### src/hdl/fstop_pkg.sv
// Package: constants and types for the forced stop brake sequencer
package fstop_pkg;

  // ----------------------------------------------------------------
  // Widths and settings
  // ----------------------------------------------------------------
  localparam int          SPEED_W          = 16;
  localparam int          TC_W             = 16;
  localparam int          DLY_W            = 16;
  localparam logic [3:0]  SEL_DECEL_ON     = 4'h2;   // Leading digit enabling ramp
  localparam logic [3:0]  SEL_DECEL_OFF    = 4'h0;   // Leading digit disabling ramp
  localparam logic [3:0]  SEL_RESET_VAL    = 4'h2;   // Default leading digit
  localparam logic [7:0]  WARN_CODE_NONE   = 8'h00;  // Display shows no warning
  localparam logic [7:0]  WARN_CODE_FSTOP  = 8'he6;  // Forced stop warning code
  localparam logic [15:0] TICK_US          = 16'h0001; // Ramp and delay unit, us
  localparam int          CLK_MHZ          = 25;
  localparam int          TICK_CYC         = 25;     // TICK_US * CLK_MHZ cycles
  localparam logic [4:0]  TICK_CYC_M1      = 5'h18;  // TICK_CYC - 1

  // ----------------------------------------------------------------
  // Sequencer states
  // ----------------------------------------------------------------
  typedef enum logic [1:0] {
    ST_RUN   = 2'b00,
    ST_DECEL = 2'b01,
    ST_BRAKE = 2'b10,
    ST_OFF   = 2'b11
  } seq_state_e;

endpackage : fstop_pkg

### src/hdl/forced_stop_brake_sequencer.sv
// Forced stop sequencer: ramp down, brake interlock, base shut-off
`timescale 1ns/10ps
module forced_stop_brake_sequencer
  import fstop_pkg::*;
#(
  parameter int SW = SPEED_W,  // Speed width
  parameter int TW = TC_W,     // Time constant width
  parameter int DW = DLY_W     // Delay width
) (
  input  wire logic          clk,                     // 25 MHz clock
  input  wire logic          sys_rst,                 // Synchronous reset
  input  wire logic          ce,                      // Clock enable
  input  wire logic          forced_stop_input,       // Pin, high = drive allowed
  input  wire logic          alarm,                   // Alarm event level
  input  wire logic          comm_lost,               // Network link lost
  input  wire logic          alarm_reset,             // Error reset command
  input  wire logic          servo_on,                // Servo-on from controller
  input  wire logic          ready_on,                // Ready-on from controller
  input  wire logic          torque_mode,             // Torque control active
  input  wire logic [3:0]    stop_decel_select,       // Leading select digit
  input  wire logic [TW-1:0] stop_decel_time_constant, // Ramp ticks per unit step
  input  wire logic [SW-1:0] zero_speed_threshold,    // Zero speed level
  input  wire logic [DW-1:0] base_shutoff_delay,      // Delay in ticks
  input  wire logic [SW-1:0] speed_cmd_in,            // Normal speed command
  input  wire logic [SW-1:0] speed_meas,              // Measured speed magnitude
  output logic      [SW-1:0] model_speed_cmd,         // Speed command to loop
  output logic               brake_interlock_output,  // High = brake released
  output logic               base_on,                 // Base power enabled
  output logic               dyn_brake,               // Dynamic brake engaged
  output logic [7:0]         forced_stop_warning,     // Status display code
  output logic [1:0]         seq_state                // Sequencer state
);

  // ----------------------------------------------------------------
  // Input conditioning
  // ----------------------------------------------------------------
  logic stop_pin_ok;

  fstop_sync3 u_sync (
    .clk     (clk),
    .sys_rst (sys_rst),
    .ce      (ce),
    .rst_val (1'b1),
    .pin     (forced_stop_input),
    .level   (stop_pin_ok)
  );

  // Trigger decode
  logic decel_en;
  logic cmds_ok;
  logic trig;
  logic trig_fs;
  assign decel_en = (stop_decel_select == SEL_DECEL_ON) && !torque_mode;
  assign cmds_ok  = servo_on && ready_on;
  assign trig_fs  = !stop_pin_ok || comm_lost;
  assign trig     = trig_fs || alarm;

  // ----------------------------------------------------------------
  // State and timers
  // ----------------------------------------------------------------
  seq_state_e    st_reg,   st_next;
  logic [4:0]    pre_reg,  pre_next;
  logic [TW-1:0] tc_reg,   tc_next;
  logic [DW-1:0] dly_reg,  dly_next;
  logic [SW-1:0] cmd_reg,  cmd_next;
  logic          fsact_reg, fsact_next;
  logic          tick;
  assign tick = (pre_reg == TICK_CYC_M1);

  // Next state and ramp computation
  always_comb begin
    st_next    = st_reg;
    tc_next    = tc_reg;
    dly_next   = dly_reg;
    cmd_next   = cmd_reg;
    fsact_next = fsact_reg;
    pre_next   = tick ? 5'h00 : pre_reg + 5'h01;
    unique case (st_reg)
      ST_RUN: begin
        cmd_next = speed_cmd_in;
        if (trig) begin
          fsact_next = trig_fs;
          if (!cmds_ok || !decel_en) begin
            st_next = ST_OFF;
          end else begin
            st_next = ST_DECEL;
            tc_next = stop_decel_time_constant;
          end
        end
      end
      ST_DECEL: begin
        if (!cmds_ok) begin
          st_next = ST_OFF;
        end else if (cmd_reg == '0 && speed_meas < zero_speed_threshold) begin
          st_next  = ST_BRAKE;
          dly_next = base_shutoff_delay;
        end else if (tick && cmd_reg != '0) begin
          if (tc_reg <= TW'(1)) begin
            cmd_next = cmd_reg - SW'(1);
            tc_next  = stop_decel_time_constant;
          end else begin
            tc_next = tc_reg - TW'(1);
          end
        end
      end
      ST_BRAKE: begin
        if (!cmds_ok || dly_reg == '0) begin
          st_next = ST_OFF;
        end else if (tick) begin
          dly_next = dly_reg - DW'(1);
        end
      end
      ST_OFF: begin
        cmd_next = '0;
        if (alarm_reset && !trig) begin
          st_next    = ST_RUN;
          fsact_next = 1'b0;
        end
      end
    endcase
    // Speed command drops to zero as soon as base power is cut
    if (st_next == ST_OFF) begin
      cmd_next = '0;
    end
  end

  // State registers, frozen while ce is low
  always_ff @(posedge clk) begin
    if (sys_rst) begin
      st_reg    <= ST_RUN;
      pre_reg   <= 5'h00;
      tc_reg    <= '0;
      dly_reg   <= '0;
      cmd_reg   <= '0;
      fsact_reg <= 1'b0;
    end else if (ce) begin
      st_reg    <= st_next;
      pre_reg   <= pre_next;
      tc_reg    <= tc_next;
      dly_reg   <= dly_next;
      cmd_reg   <= cmd_next;
      fsact_reg <= fsact_next;
    end
  end

  // ----------------------------------------------------------------
  // Registered outputs
  // ----------------------------------------------------------------
  logic [SW-1:0] mcmd_reg;
  logic          mbr_reg, base_reg, db_reg;
  logic [7:0]    warn_reg;
  logic [7:0]    warn_next;
  logic          mbr_next, base_next, db_next;

  // Output decode from next state
  always_comb begin
    mbr_next  = (st_next == ST_RUN) || (st_next == ST_DECEL);
    base_next = (st_next != ST_OFF);
    db_next   = (st_next == ST_OFF);
    warn_next = (fsact_next && st_next != ST_RUN) ? WARN_CODE_FSTOP
                                                  : WARN_CODE_NONE;
  end

  // Output registers
  always_ff @(posedge clk) begin
    if (sys_rst) begin
      mcmd_reg <= '0;
      mbr_reg  <= 1'b1;
      base_reg <= 1'b1;
      db_reg   <= 1'b0;
      warn_reg <= WARN_CODE_NONE;
    end else if (ce) begin
      mcmd_reg <= cmd_next;
      mbr_reg  <= mbr_next;
      base_reg <= base_next;
      db_reg   <= db_next;
      warn_reg <= warn_next;
    end
  end

  assign model_speed_cmd        = mcmd_reg;
  assign brake_interlock_output = mbr_reg;
  assign base_on                = base_reg;
  assign dyn_brake              = db_reg;
  assign forced_stop_warning    = warn_reg;
  assign seq_state              = st_reg;

  // ----------------------------------------------------------------
  // Assertions
  // ----------------------------------------------------------------
  property p_comm_start;
    @(posedge clk) disable iff (sys_rst)
      (ce && st_reg == ST_RUN && comm_lost && cmds_ok && decel_en)
      |=> st_reg == ST_DECEL;
  endproperty
  a_comm_start: assert property (p_comm_start) else $error("comm loss no decel");

  property p_torque;
    @(posedge clk) disable iff (sys_rst)
      (ce && st_reg == ST_RUN && torque_mode) |=> st_reg != ST_DECEL;
  endproperty
  a_torque: assert property (p_torque) else $error("decel in torque mode");

  property p_cmds;
    @(posedge clk) disable iff (sys_rst)
      (ce && (st_reg == ST_DECEL || st_reg == ST_BRAKE) && !cmds_ok) |=> st_reg == ST_OFF;
  endproperty
  a_cmds: assert property (p_cmds) else $error("commands off not skipped");

  property p_ramp;
    @(posedge clk) disable iff (sys_rst)
      (st_reg == ST_DECEL && $past(st_reg) == ST_DECEL) |-> cmd_reg <= $past(cmd_reg);
  endproperty
  a_ramp: assert property (p_ramp) else $error("ramp rose");

  property p_base_off;
    @(posedge clk) disable iff (sys_rst)
      (st_reg == ST_OFF) |-> (!base_on && dyn_brake);
  endproperty
  a_base_off: assert property (p_base_off) else $error("base not cut");

  property p_warn;
    @(posedge clk) disable iff (sys_rst)
      (fsact_reg && st_reg != ST_RUN) |-> forced_stop_warning == WARN_CODE_FSTOP;
  endproperty
  a_warn: assert property (p_warn) else $error("warning missing");

  property p_alarm;
    @(posedge clk) disable iff (sys_rst)
      (ce && st_reg == ST_RUN && alarm) |=> st_reg != ST_RUN;
  endproperty
  a_alarm: assert property (p_alarm) else $error("alarm ignored");

  property p_mbr_first;
    @(posedge clk) disable iff (sys_rst)
      $fell(base_on) && $past(st_reg) == ST_BRAKE |-> !$past(brake_interlock_output);
  endproperty
  a_mbr_first: assert property (p_mbr_first) else $error("base off before interlock");

  property p_nodecel;
    @(posedge clk) disable iff (sys_rst)
      (ce && st_reg == ST_RUN && alarm && !decel_en) |=> st_reg == ST_OFF;
  endproperty
  a_nodecel: assert property (p_nodecel) else $error("no direct brake");

  property p_hold_off;
    @(posedge clk) disable iff (sys_rst)
      (st_reg == ST_OFF && !alarm_reset) |=> st_reg == ST_OFF;
  endproperty
  a_hold_off: assert property (p_hold_off) else $error("left off without reset");

endmodule : forced_stop_brake_sequencer

### src/hdl/fstop_sync3.sv
// Three flop synchroniser with agreement filter for a pin input
`timescale 1ns/10ps
module fstop_sync3 (
  input  wire logic clk,      // System clock
  input  wire logic sys_rst,  // Synchronous reset, active high
  input  wire logic ce,       // Clock enable
  input  wire logic rst_val,  // Level held during reset
  input  wire logic pin,      // Asynchronous pin level
  output logic      level     // Filtered level
);
  logic [2:0] sh_reg;
  logic [2:0] sh_next;
  logic       lvl_reg;
  logic       lvl_next;

  // Shift in and accept a level only when stages two and three agree
  always_comb begin
    sh_next  = sh_reg;
    lvl_next = lvl_reg;
    if (ce) begin
      sh_next = {sh_reg[1:0], pin};
      if (sh_reg[1] == sh_reg[2]) begin
        lvl_next = sh_reg[2];
      end
    end
  end

  // Register stage; reset loads the idle level so no false stop follows reset
  always_ff @(posedge clk) begin
    if (sys_rst) begin
      sh_reg  <= {3{rst_val}};
      lvl_reg <= rst_val;
    end else begin
      sh_reg  <= sh_next;
      lvl_reg <= lvl_next;
    end
  end

  assign level = lvl_reg;
endmodule : fstop_sync3
### config.mk
export PLATFORM = sky130hd
export DESIGN_NAME = forced_stop_brake_sequencer
export DESIGN_NICKNAME = d
export VERILOG_FILES = /design/src/hdl/fstop_pkg.sv /design/src/hdl/forced_stop_brake_sequencer.sv /design/src/hdl/fstop_sync3.sv
export SDC_FILE = /design/constraint.sdc
export NUM_CORES = 1
export LEC_CHECK = 0
export ABC_CLOCK_PERIOD_IN_PS = 5070
export BUFFER_PORTS_ARGS = -buffer_cell sky130_fd_sc_hd__buf_4
export CAP_MARGIN = 0
export CORE_ASPECT_RATIO = 0.6
export CORE_MARGIN = 8
export CORE_UTILIZATION = 57
export CTS_BUF_LIST = sky130_fd_sc_hd__clkbuf_16
export CTS_CLUSTER_DIAMETER = 100
export DETAILED_ROUTE_END_ITERATION = 6
export GPL_TIMING_DRIVEN = 1
export PLACE_DENSITY = 0.88
export SLEW_MARGIN = 5
export SYNTH_ARGS = -nofsm -noshare
export SYNTH_HDL_FRONTEND = slang
export SYNTH_HIERARCHICAL = 1
export SYNTH_SLANG_ARGS = --single-unit
export TNS_END_PERCENT = 100
### constraint.sdc
create_clock -name clk -period 5.07 [get_ports clk]
set_input_delay 1.014 -clock clk [delete_from_list [all_inputs] [get_ports clk]]
set_output_delay 1.014 -clock clk [all_outputs]
set_load 0.05 [all_outputs]
==> results by stage, run 1 <==
Critical path:
- The critical path endpoint category is a flip-flop.
- The arrival time of the worst setup path is 3.97 ns.
- In this run the worst path has a maximum fanout of 13.
- The worst setup path is launched from a primary input.
- In this run the register-to-register setup slack is 1.69 ns.
- The start-to-end type of the worst setup path is primary input to flip-flop.
- The required time of the critical path is 5.33 ns.
- The cell depth of the worst flop-to-flop path is 8.
- The endpoint of the most critical register-to-register path is dly_reg[0].
- The worst register-to-register path begins at seq_state[0].

Floorplan:
- For this design the top-level I/O count stands at 123.
- The initial core utilization is 59.49%.
- After floorplanning, the core was sized to cover 7357 um^2.
- The chip height is 83.88 um.
- The floorplan step set the die width to 129.1 um.
- In this run the core area contains 24 standard-cell rows.
- The die outline area is 10830 um^2.

Global route:
- The initial antenna violation count is 0.
- The global-route usage over all layers is 22.65%.
- The number of global-route vias before repair is 4305.
- The total global routing overflow is 0.
- The first global-routing pass estimated 20400 um of wire.
- The largest net degree at the start of global routing is 51.

Synthesis:
- The synthesized design devotes to its leading area cell type 27.44% of total area.
- Counting flops with a built-in enable in the synthesized netlist gives 4.
- The synthesized design spends more area on one cell type than any other, namely sky130_fd_sc_hd__dfxtp_1.
- Sorting the synthesized cells by area gives the leading types as sky130_fd_sc_hd__dfxtp_1 27%, sky130_fd_sc_hd__ha_1 7.1%, sky130_fd_sc_hd__o21ai_0 5.6%.
- In the synthesized netlist the async set-or-reset flop fraction comes to 0%.
- The number of standard cells after synthesis is 560.
- By count the netlist is led by 60 x sky130_fd_sc_hd__dfxtp_1, 49 x sky130_fd_sc_hd__o21ai_0, 44 x sky130_fd_sc_hd__inv_1.
- The most common cell in the synthesized netlist is sky130_fd_sc_hd__dfxtp_1.
- For this run, the number of Yosys warnings is 6.
- The flop and latch count out of synthesis is 64.
- The cell area that synthesis handed to floorplanning was 4377 um^2.
- In the synthesized netlist the dominant register cell turns out to be sky130_fd_sc_hd__dfxtp_1.
- The per-instance average area after synthesis is 7.816 um^2.
- The netlist uses 70 different library cells.
- The fraction of the yosys area taken by sequential cells is 30.19%.

STA:
- Across the routed clock network, the largest skew measured is 0.005732 ns.
- Setup violations remaining at the end of the flow were counted as 0.
- Final hold analysis gives a worst-case slack of 0.4635 ns.
- For the pin with the worst max-slew slack, the measured transition is 1.127 ns.
- Measured against its own limit, the worst slew margin works out to 24.84%.
- The final number of max-transition violations was 0.
- Setup repair after global routing left no endpoint under its margin.
- The achievable clock frequency is 0.2692 GHz.
- Across all setup checks in the final design, the least slack found is 1.356 ns.
- The hold violation total from the final report was 0.
- The clock period could shrink to 3.714 ns.
- Adding up every negative setup slack in the final design gives 0 ns.
- In the finished design, the share of the clock period the worst path needs comes to 73.26%.

CTS:
- After clock tree synthesis, the clock-pin slew on the worst setup and hold paths is 0.05 ns.
- CTS saw 64 sinks.
- The maximum number of buffers from clock root to sink is 2.
- The TritonCTS clock tree is built.
- Once the clock tree was built, the setup fixing pass inserted 0 buffers.
- Gates resized during post-CTS repair numbered 0.
- Clock tree synthesis selected as its root buffer the cell sky130_fd_sc_hd__clkbuf_16.
- For this design, the CTS-stage hold fixing added 0 buffers.
- Buffers inserted during clock tree synthesis total 9.
- CTS built an H-tree with a depth of 3.
- The latest clock arrival within the worst-skew pair is 0.34 ns.

Detailed routing:
- The number of vias per cell after detailed routing is 6.051.
- The first routing iteration left 397 violations.
- The total number of vias is 4641.
- Dividing the detail-routed wire length by the instance count gives 16.47 um.
- The post-detailed-route count of antenna-violating nets is 0.
- The total wire length is 12630 um.
- The total iterations of the first detailed-routing run is 5.
- The detailed-route DRC error count is 0.

Finish:
- The area growth from synthesis to final layout is 26.93%.
- The number of filler cells placed in the layout is 562.
- In the final layout, flip-flops and latches occupy 1321 um^2.
- The finished layout cell area is 5555 um^2.
- The number of diodes is 0.
- Cells with a size suffix above 1 make up 23.08% of the layout.
- The final net count is 777.
- Summing all multi-input logic gate instances after layout gives 2719 um^2.

Worst hold path:
- The worst hold path begins at base_on.
- The path with the worst hold slack has its endpoint at base_on.
- The instance count along the most critical hold path is 2.
- The class of the most critical hold timing path is flip-flop to flip-flop.

Pwr:
- Across the VDD grid, the largest voltage drop is 0.2476 mV.
- The portion of total power attributed to sequential cells is 29.3%.
- For this design the static power due to leakage is 2.432 nW.
- For this design the total switching power over the nets is 0.8049 mW.
- The switching part of the total power is 37.99%.
- The internal power is 1.314 mW.
- In this run, the combinational gates consume 40.4% of the power.
- Power spread over the standard cell area amounts to 381.4 nW/um^2.
- The clock network is responsible for 30.4% of the overall power.

Place:
- The final weighted congestion in routability-driven placement is 0.8556.
- Summed over all nets, the half-perimeter wirelength after detailed placement is 9428 um.
- The count of buffers added on input and output ports is 119.
- The cell area after placement is 5248 um^2.
- The placement-stage worst setup slack is 1.045 ns.

Run:
- The tool flagged a number of max-cap violations equal to 0.

Run status:
- The run finished with clean final reports.
==> area by class of cell <==
cell class / instances / share of cell area [%]
multi-input combinational: 417 / 48.94
inverter: 45 / 3.041
clock inverter: 7 / 1.486
timing repair buffer: 121 / 16.35
tap: 104 / 2.342
sequential: 64 / 23.78
clock buffer: 9 / 4.054
==> kinds of logic after synthesis <==
family	synth area share [%]
adders and majority gates	7.147
xor gates and xnor gates	2.802
DFF	30.19
other	0.1716
buffers and inverters	8.090
and+or+nand+nor	21.41
AOI/OAI and AO/OA	29.22
muxes	0.9720
==> cells in the final DEF (no fill, tap or decap), types with 6 or more instances in the layout <==
cell                          n
sky130_fd_sc_hd__clkbuf_16    9
sky130_fd_sc_hd__a22oi_1     17
sky130_fd_sc_hd__inv_1       48
sky130_fd_sc_hd__dfxtp_1     60
sky130_fd_sc_hd__nor4_1      10
sky130_fd_sc_hd__or4_1        6
sky130_fd_sc_hd__o2bb2ai_1   11
sky130_fd_sc_hd__a211oi_1    13
sky130_fd_sc_hd__nand2_1     42
sky130_fd_sc_hd__ha_1        25
sky130_fd_sc_hd__nor2_1      35
sky130_fd_sc_hd__o21ai_0     49
sky130_fd_sc_hd__or3_1        9
sky130_fd_sc_hd__o21a_1       9
sky130_fd_sc_hd__nor3_1      20
sky130_fd_sc_hd__o22ai_1     10
sky130_fd_sc_hd__buf_4      121
sky130_fd_sc_hd__nand2b_1     8
sky130_fd_sc_hd__a21oi_1     42
sky130_fd_sc_hd__nand3_1     14
sky130_fd_sc_hd__xor2_1      11
==> worst max-delay path by stage <==
stage,startpoint,to
after global routing,zero_speed_threshold[1],dly_reg[0]
after CTS,zero_speed_threshold[13],model_speed_cmd[8]
final,zero_speed_threshold[13],model_speed_cmd[8]
after detailed placement,zero_speed_threshold[13],model_speed_cmd[8]
after floorplan,zero_speed_threshold[15],model_speed_cmd[10]
after global placement,speed_meas[14],model_speed_cmd[8]
==> through the flow <==
stage	total power [mW]	instances	util [%]
floorplan	1.251	562	-
global placement	1.441	751	71.33
detailed placement	1.471	751	71.33
CTS	2.111	767	75.51
global route	2.227	767	75.51
finish	2.119	767	75.51
==> critical path, cell delays in order <==
cell and delay (ns):
sky130_fd_sc_hd__buf_4 0.08, sky130_fd_sc_hd__inv_1 0.03, sky130_fd_sc_hd__ha_1 0.30, sky130_fd_sc_hd__nand4_1 0.17
sky130_fd_sc_hd__or4_1 0.58, sky130_fd_sc_hd__o32ai_1 0.58, sky130_fd_sc_hd__o41ai_2 0.23, sky130_fd_sc_hd__a221oi_2 0.45
sky130_fd_sc_hd__nand2_2 0.27, sky130_fd_sc_hd__o221ai_1 0.26
==> power groups by stage <==
stage | sequential, mW | combinational [mW] | clock [mW]
final | 0.620 | 0.855 | 0.643
after global routing | 0.629 | 0.931 | 0.667
after CTS | 0.619 | 0.848 | 0.644
after detailed placement | 0.629 | 0.842 | 0
after global placement | 0.626 | 0.815 | 0
after floorplan | 0.722 | 0.529 | 0
==> per-layer routing <==
metal  track usage [%]  part of all wire (%)
met4             7.847                   2.1
met5                 0                     0
met3             6.824                   8.4
met2             36.02                    46
met1             28.26                    43
Note: power is estimated with default switching activity, not from simulation.
==> run 2, diff against run 1 <==
--- a/config.mk
+++ b/config.mk
@@ -5,17 +5,17 @@
 export SDC_FILE = /design/constraint.sdc
 export NUM_CORES = 1
 export LEC_CHECK = 0
-export ABC_CLOCK_PERIOD_IN_PS = 5070
+export ABC_CLOCK_PERIOD_IN_PS = 3500
 export BUFFER_PORTS_ARGS = -buffer_cell sky130_fd_sc_hd__buf_4
 export CAP_MARGIN = 0
 export CORE_ASPECT_RATIO = 0.6
 export CORE_MARGIN = 8
-export CORE_UTILIZATION = 57
+export CORE_UTILIZATION = 53
 export CTS_BUF_LIST = sky130_fd_sc_hd__clkbuf_16
 export CTS_CLUSTER_DIAMETER = 100
 export DETAILED_ROUTE_END_ITERATION = 6
 export GPL_TIMING_DRIVEN = 1
-export PLACE_DENSITY = 0.88
+export PLACE_DENSITY = 0.83
 export SLEW_MARGIN = 5
 export SYNTH_ARGS = -nofsm -noshare
 export SYNTH_HDL_FRONTEND = slang
==> constraint.sdc (replaced) <==
create_clock -name clk -period 3.5 [get_ports clk]
set_input_delay 0.7 -clock clk [delete_from_list [all_inputs] [get_ports clk]]
set_output_delay 0.7 -clock clk [all_outputs]
set_load 0.05 [all_outputs]
==> run 2 against run 1 <==
  * Final cell count grew 1.7%
  * Critical path depth shrank 3
  * Clock skew shrank 0.00060 ns
  * Worst setup slack lost 0.88 ns
  * Non-clock buffer count grew 9
  * Largest cell class unchanged
  * Critical path type is now flip-flop to flip-flop
  * Highest routed layer unchanged
  * Hold slack gained 0.00081 ns
==> results by stage, run 2 (synthesized netlist as in run 1, its figures left out) <==
Floorplan:
- The region available for standard cell placement spans 7945 um^2.
- From bottom edge to top edge, the die measures 86.39 um.
- The floorplan step set the die width to 133.3 um.
- The initial core utilization is 55.09%.
- After floorplanning, the core was divided into 25 placement rows.
- Pin placement for this block handled 123 I/O pins.
- The floorplan step defined a die boundary enclosing 11520 um^2.

Finish:
- The finished layout holds 780 standard cells, fillers aside.
- The repair_antennas step left the layout with diodes totalling 0.
- In the layout the commonest cells are 128 x sky130_fd_sc_hd__buf_4, 60 x sky130_fd_sc_hd__dfxtp_1, 49 x sky130_fd_sc_hd__o21ai_0.
- Leaving out fill and tap cells, the most frequent cell in the layout is sky130_fd_sc_hd__buf_4.
- The final standard cell utilization of the core is 71.54%.
- The area growth from synthesis to layout is 29.87%.
- The final net count is 786.
- The ratio of cells with drive above 1 in the final layout is 24.70%.
- The filler cells instantiated in the layout total 641.
- The finished layout cell area is 5684 um^2.

STA:
- Counting I/O delays and the setup requirement, the final critical path takes 3.028 ns.
- The hold violation total from the final report is 0.
- Setup repair after global routing left no endpoint under its margin.
- The final number of max-transition violations is 0.
- Setup violations remaining at the end of the flow were counted as 0.
- For the pin with the worst max-slew slack, the measured transition is 0.9071 ns.
- The worst path uses 86.51% of the clock period.
- Adding up every negative setup slack in the final design gives 0 ns.
- In this run the tightest slew margin relative to its limit is 39.30%.
- Clock skew on the completed layout was measured at 0.005128 ns.
- Across all setup checks in the final design, the least slack found is 0.4722 ns.
- The achievable clock frequency is 0.3303 GHz.

Global route:
- The first global-routing pass estimated 21370 um of wire.
- Entering global routing, the biggest net connects 51 pins.
- Global routing finished with a remaining overflow of 0.
- The initial antenna violation count is 0.
- Global routing consumed, over all layers together, 22.09% of the routing resources.
- The number of global-route vias before repair is 4377.

CTS:
- The TritonCTS clock tree is built.
- The buffer count from post-CTS setup fixing is 0.
- CTS saw 64 sinks.
- At the later pin of the worst-skew pair, clock insertion delay measures 0.33 ns.
- The clock transition at the register clock pins on the worst setup and hold paths after CTS is 0.06 ns.
- The tree is rooted in a sky130_fd_sc_hd__clkbuf_16.
- The maximum number of buffers from clock root to sink is 2.
- The post-cts repair resize count is 0.
- The number of CTS-inserted buffers is 9.
- CTS built an H-tree with a depth of 3.
- After clock tree synthesis, the flow added hold-fix buffers numbering 0.

Critical path:
- Data on the critical path arrives at its endpoint at 3.22 ns.
- Walking the worst path, the cells encountered are or4_1, nand4b_1, or2_1, o41ai_2, a22oi_1, a21oi_1, o221ai_1.
- The worst register-to-register path has a setup slack of 0.47 ns.
- The required time of the critical path is 3.69 ns.
- The critical path endpoint category is a flip-flop.
- The worst stage delay on the critical path is 0.62 ns.
- On the critical path the largest part of the delay comes from simple AND/OR/NAND/NOR gates.
- The slowest cell on the critical path is sky130_fd_sc_hd__or4_1.
- The start-to-end type of the worst setup path is flip-flop to flip-flop.
- The startpoint type of the worst setup path is a flip-flop.
- The cell depth of the worst flop-to-flop path is 7.
- The number of buffers and inverters on the critical path is 0.
- The highest net fanout along the worst path is 8.
- The depth of the critical timing path with buffers and inverters included is 7.

Detailed routing:
- The first detailed-routing pass took 6 iterations.
- The detail-routed net length per standard cell is 16.82 um.
- The final layout contains routed wiring with a total length of 13120 um.
- The number of vias per cell after detailed routing is 5.955.
- The initial DRC count is 402.
- In the routed design, unresolved DRC markers number 0.
- The post-detailed-route count of antenna-violating nets is 0.
- Summing over every cut layer, the via total after detailed routing is 4645.

Worst hold path:
- The instance count along the most critical hold path is 2.
- The path class of the tightest hold or removal check is flip-flop to flip-flop.

Place:
- The final weighted congestion in routability-driven placement is 0.8911.
- The placement-stage worst setup slack is 0.2133 ns.
- The quantity of I/O buffers inserted on ports is 119.
- The cell area after placement is 5345 um^2.
- The number of cells after detailed placement is 764.
- Detailed placement ended at an HPWL of 9820 um.

Run status:
- The run finished with clean final reports.

Run:
- The number of max-capacitance violations reported is 0.

Pwr:
- Dividing total power by cell area gives a power density of 560.1 nW/um^2.
- The largest vdd supply drop is 0.2881 mV.
- The analysis attributes to cell leakage a power of 2.484 nW.
==> run 2: tightest hold or removal path: stages (launching register included) <==
cell	delay (ns)
sky130_fd_sc_hd__dfxtp_1	0.30
sky130_fd_sc_hd__inv_1	0.04
sky130_fd_sc_hd__o21ai_0	0.06
==> run 2: area by class of cell <==
class | instances | area (um^2) | area share [%]
multi-input cells | 417 | 2719 | 47.83
flip-flops and latches | 64 | 1321 | 23.24
repair buffers | 130 | 1001 | 17.61
clock buffers | 10 | 250.2 | 4.402
inverters | 45 | 168.9 | 2.972
well taps | 108 | 135.1 | 2.377
clock inverters | 6 | 88.84 | 1.563
==> run 2: worst paths after layout <==
path	from	to
max reg2reg	model_speed_cmd[3]	model_speed_cmd[8]
max	model_speed_cmd[3]	model_speed_cmd[8]
min	base_on	base_on
min reg2reg	base_on	base_on
==> run 2: report_power, final <==
group / total (mW) / leakage [nW] / internal (mW) / switching (mW)
logic: 1.26 / 1.79 / 0.496 / 0.764
registers: 0.904 / 0.530 / 0.810 / 0.0931
clock network: 1.02 / 0.160 / 0.668 / 0.353
==> run 2: per-layer routing <==
metal  global-route usage (%)  share of wire (%)
met1                    28.57                 45
met2                    35.56                 46
met3                    6.062                7.6
met4                    5.876                1.0
met5                        0                  0
==> run 2: per-stage QoR <==
step | power [mW] | hold slack (ns)
after floorplan | 1.812 | 0.4532
after global placement | 2.119 | 0.4393
after detailed placement | 2.160 | 0.4560
after CTS | 3.180 | 0.4632
after global routing | 3.343 | 0.4821
final | 3.184 | 0.4643
==> run 3, diff against run 2 <==
--- a/config.mk
+++ b/config.mk
@@ -19,6 +19,5 @@
 export SLEW_MARGIN = 5
 export SYNTH_ARGS = -nofsm -noshare
 export SYNTH_HDL_FRONTEND = slang
-export SYNTH_HIERARCHICAL = 1
 export SYNTH_SLANG_ARGS = --single-unit
 export TNS_END_PERCENT = 100
==> run 3 against run 2 <==
  * Non-clock buffer count fell by 2
  * Combinational power is 17% lower
  * Routed wire length is 2.4% higher
  * Flip-flop and latch count unchanged
  * Critical path type unchanged
==> results by stage, run 3 <==
Run status:
- The flow ran to the end, and the final reports show no timing, DRC or antenna violations.

CTS:
- The clock passes through at most 2 buffers.
- The clock tree root buffer cell is sky130_fd_sc_hd__clkbuf_16.
- The clock drives 64 sinks.
- The post-cts repair resize count is 0.
- The number of hold buffers added after cts is 0.
- The TritonCTS clock tree is built.
- In this run, CTS created clock tree buffers numbering 9.
- The CTS H-tree depth is 3.
- Once the clock tree was built, the setup fixing pass inserted 0 buffers.
- After clock tree synthesis, the clock-pin slew on the worst setup and hold paths is 0.05 ns.
- At the later pin of the worst-skew pair, clock insertion delay measures 0.32 ns.

STA:
- The max-slew headroom at the worst pin is 51.69%.
- For the pin with the worst max-slew slack, the measured transition is 0.7171 ns.
- The final critical-path required period is 3.113 ns.
- After layout, the worst path uses 88.95% of the clock period.
- The total setup violations reported at the end of the flow is 0.
- The hold violation total from the final report is 0.
- The final number of max-transition violations came to 0.
- Clock skew on the completed layout was measured at 0.004754 ns.
- Setup repair after global routing left no endpoint under its margin.
- The achievable clock frequency is 0.3212 GHz.
- The summed negative setup slack over all endpoints is 0 ns.

Detailed routing:
- The count of nets left with antenna violations once routing finished came out at 0.
- The met3 routed wirelength is 1185 um.
- Dividing the detail-routed wire length by the instance count gives 16.72 um.
- In the final routing, the length of wire on met1 measures 6189 um.
- The total wire length is 13430 um.
- The top layer reached by signal wires is met4.
- The number of vias per cell after detailed routing is 6.118.
- Wire segments on met2 add up to 5956 um in the final route.
- The initial DRC count is 429.
- The total number of vias is 4913.
- In the routed design, unresolved DRC markers number 0.
- The total iterations of the first detailed-routing run is 7.

Finish:
- The final standard cell utilization of the core is 70.11%.
- The most common library cell in the layout ignoring fill and taps is sky130_fd_sc_hd__buf_4.
- The final layout contains 810 nets.
- The ratio of cells with drive above 1 in the final layout is 22.59%.
- The filler cells instantiated in the layout total 677.
- The library cells used most frequently in the layout, excluding fill and tap cells, are 128 x sky130_fd_sc_hd__buf_4, 64 x sky130_fd_sc_hd__dfxtp_1, 59 x sky130_fd_sc_hd__nand2_1.
- The area growth from synthesis to final layout is 26.61%.
- 0 antenna diodes ended up in the layout.

Synthesis:
- By area the synthesized netlist is led by sky130_fd_sc_hd__dfxtp_1 29%, sky130_fd_sc_hd__ha_1 7.1%, sky130_fd_sc_hd__a21oi_1 5.5%.
- The proportion of netlist area held by the largest area contributor is 28.89%.
- In the synthesized netlist the async set-or-reset flop fraction comes to 0%.
- The mapped netlist covers 4434 um^2.
- The most used flip-flop cell after synthesis is sky130_fd_sc_hd__dfxtp_1.
- The commonest cells after synthesis are 64 x sky130_fd_sc_hd__dfxtp_1, 59 x sky130_fd_sc_hd__nand2_1, 55 x sky130_fd_sc_hd__nor2_1.
- The number of flops mapped to enable cells by yosys is 0.
- The post-synthesis cell type count is 74.
- Counting flops and latches in the post-synthesis netlist gives 64.
- During synthesis, Yosys emitted a total of 0 warnings.
- The number of standard cells after synthesis is 588.
- The most frequent cell after synthesis is sky130_fd_sc_hd__dfxtp_1.
- The fraction of the yosys area taken by sequential cells is 28.89%.
- The dominant cell type by area after synthesis is sky130_fd_sc_hd__dfxtp_1.
- The per-instance average area after synthesis is 7.541 um^2.

Floorplan:
- The I/O pin count is 123.
- Row generation in the floorplan step produced 25 rows.
- The die covers 11650 um^2.
- The initial core utilization is 55.38%.
- The die is 134.1 um wide.
- The area of the placeable core is 8008 um^2.
- The chip height is 86.85 um.

Critical path:
- STA classifies the critical path endpoint as a flip-flop.
- The number of cells on the worst reg-to-reg path is 9.
- The startpoint type of the worst setup path is a flip-flop.
- The register-to-register setup slack is 0.39 ns.
- The arrival time of the worst setup path is 3.36 ns.
- The launching point of the worst reg2reg path is dly_reg[0].
- The start-to-end type of the worst setup path is flip-flop to flip-flop.
- The worst register-to-register path ends at model_speed_cmd[0].
- For the worst setup path, the data required time is 3.75 ns.
- Along the worst path, the maximum fanout reaches 14.

Worst hold path:
- The worst hold path was traced through 2 stages.
- The hold-critical path endpoint is tc_reg[4].
- The worst hold path belongs to the class flip-flop to flip-flop.
- The start point of the worst min-delay path is tc_reg[4].

Place:
- The HPWL after detailed placement is 10200 um.
- Buffers placed on the I/O ports in this run total 119.
- At the end of routability-driven placement, the weighted congestion stood at 0.8636.

Pwr:
- The internal power is 1.641 mW.
- The largest vdd supply drop is 0.3288 mV.
- The clock network power share is 29.1%.
- The leakage power is 2.415 nW.
- Net switching is 38.44% of the power.
- The power spent charging and discharging nets is 1.025 mW.
- The power density of the placed cells is 474.8 nW/um^2.
- Of the total power, combinational logic draws 39.4%.
- The portion of total power attributed to sequential cells is 31.6%.

Global route:
- The first global-routing pass estimated 22340 um of wire.
- The global-route usage over all layers is 22.85%.
- The number of global-route vias before repair was 4655.
- For this run the aggregate overflow at the end of global routing stands at 0.
- The initial antenna violation count came to 0.
- The largest net degree at the start of global routing is 44.

Run:
- Max-cap violations in this run came to 0.
[run 3: cell families after synthesis]
kind of cell | after synthesis | share of synthesized area (%)
fa+ha+maj | 25 | 7.054
simple gates | 231 | 26.67
xor+xnor | 8 | 1.580
flops | 64 | 28.89
mux | 4 | 0.9312
other cells | 1 | 0.08457
compound gates | 181 | 27.57
buf+inv | 74 | 7.223
[run 3: worst max path at each step]
stage / from / endpoint / slack [ns] / cells past startpoint
floorplan: zero_speed_threshold[15] / model_speed_cmd[2] / 0.63 / 10
global placement: zero_speed_threshold[15] / model_speed_cmd[4] / 0.30 / 10
detailed placement: zero_speed_threshold[15] / model_speed_cmd[0] / 0.20 / 10
global route: dly_reg[0] / model_speed_cmd[0] / 0.13 / 9
CTS: dly_reg[0] / model_speed_cmd[0] / 0.45 / 9
finish: dly_reg[0] / model_speed_cmd[0] / 0.39 / 9
[run 3: cell type report]
cell class	instances	area (um^2)	share of cell area (%)
clock buffers	9	225.2	4.012
clock inverters	6	28.78	0.5126
inverters	36	135.1	2.407
multi-input cells	452	2848	50.72
flip-flops and latches	64	1281	22.82
well taps	108	135.1	2.407
repair buffers	128	960.9	17.12
[run 3: metal layers]
layer  track usage, %  vias to the layer above
met3            7.143                       12
met4            4.965                        0
met1            30.57                     2324
met5                0                        -
met2            35.20                      228
li1                 -                     2349
[run 3: per-stage QoR]
step / total power, mW / area (um^2) / worst slack, ns / hold WS [ns] / instances
3_3_place_gp: 1.861 / 5360 / 0.2987 / 0.4557 / 788
6_report: 2.666 / 5614 / 0.3869 / 0.4864 / 803
2_1_floorplan: 1.588 / 4442 / 0.6253 / 0.4413 / 590
5_1_grt: 2.812 / 5614 / 0.1290 / 0.5166 / 803
4_1_cts: 2.658 / 5614 / 0.4514 / 0.4818 / 803
3_5_place_dp: 1.888 / 5360 / 0.1999 / 0.4744 / 788
[run 3: power by group through the flow]
stage	registers, mW	logic, mW	clock network (mW)
floorplan	0.951	0.636	0
global placement	0.851	1.01	0
detailed placement	0.854	1.03	0
CTS	0.839	1.04	0.781
global route	0.848	1.14	0.819
finish	0.841	1.05	0.775
[run 3: worst max-delay path, stage by stage (launching register included)]
cell                        delay, ns
sky130_fd_sc_hd__dfxtp_1         0.38
sky130_fd_sc_hd__inv_1           0.11
sky130_fd_sc_hd__ha_1            0.25
sky130_fd_sc_hd__or4b_4          0.24
sky130_fd_sc_hd__nor3_4          0.06
sky130_fd_sc_hd__a2111oi_1       0.65
sky130_fd_sc_hd__o31ai_4         0.18
sky130_fd_sc_hd__o211ai_2        0.56
sky130_fd_sc_hd__nand2_1         0.35
sky130_fd_sc_hd__o2bb2ai_1       0.24
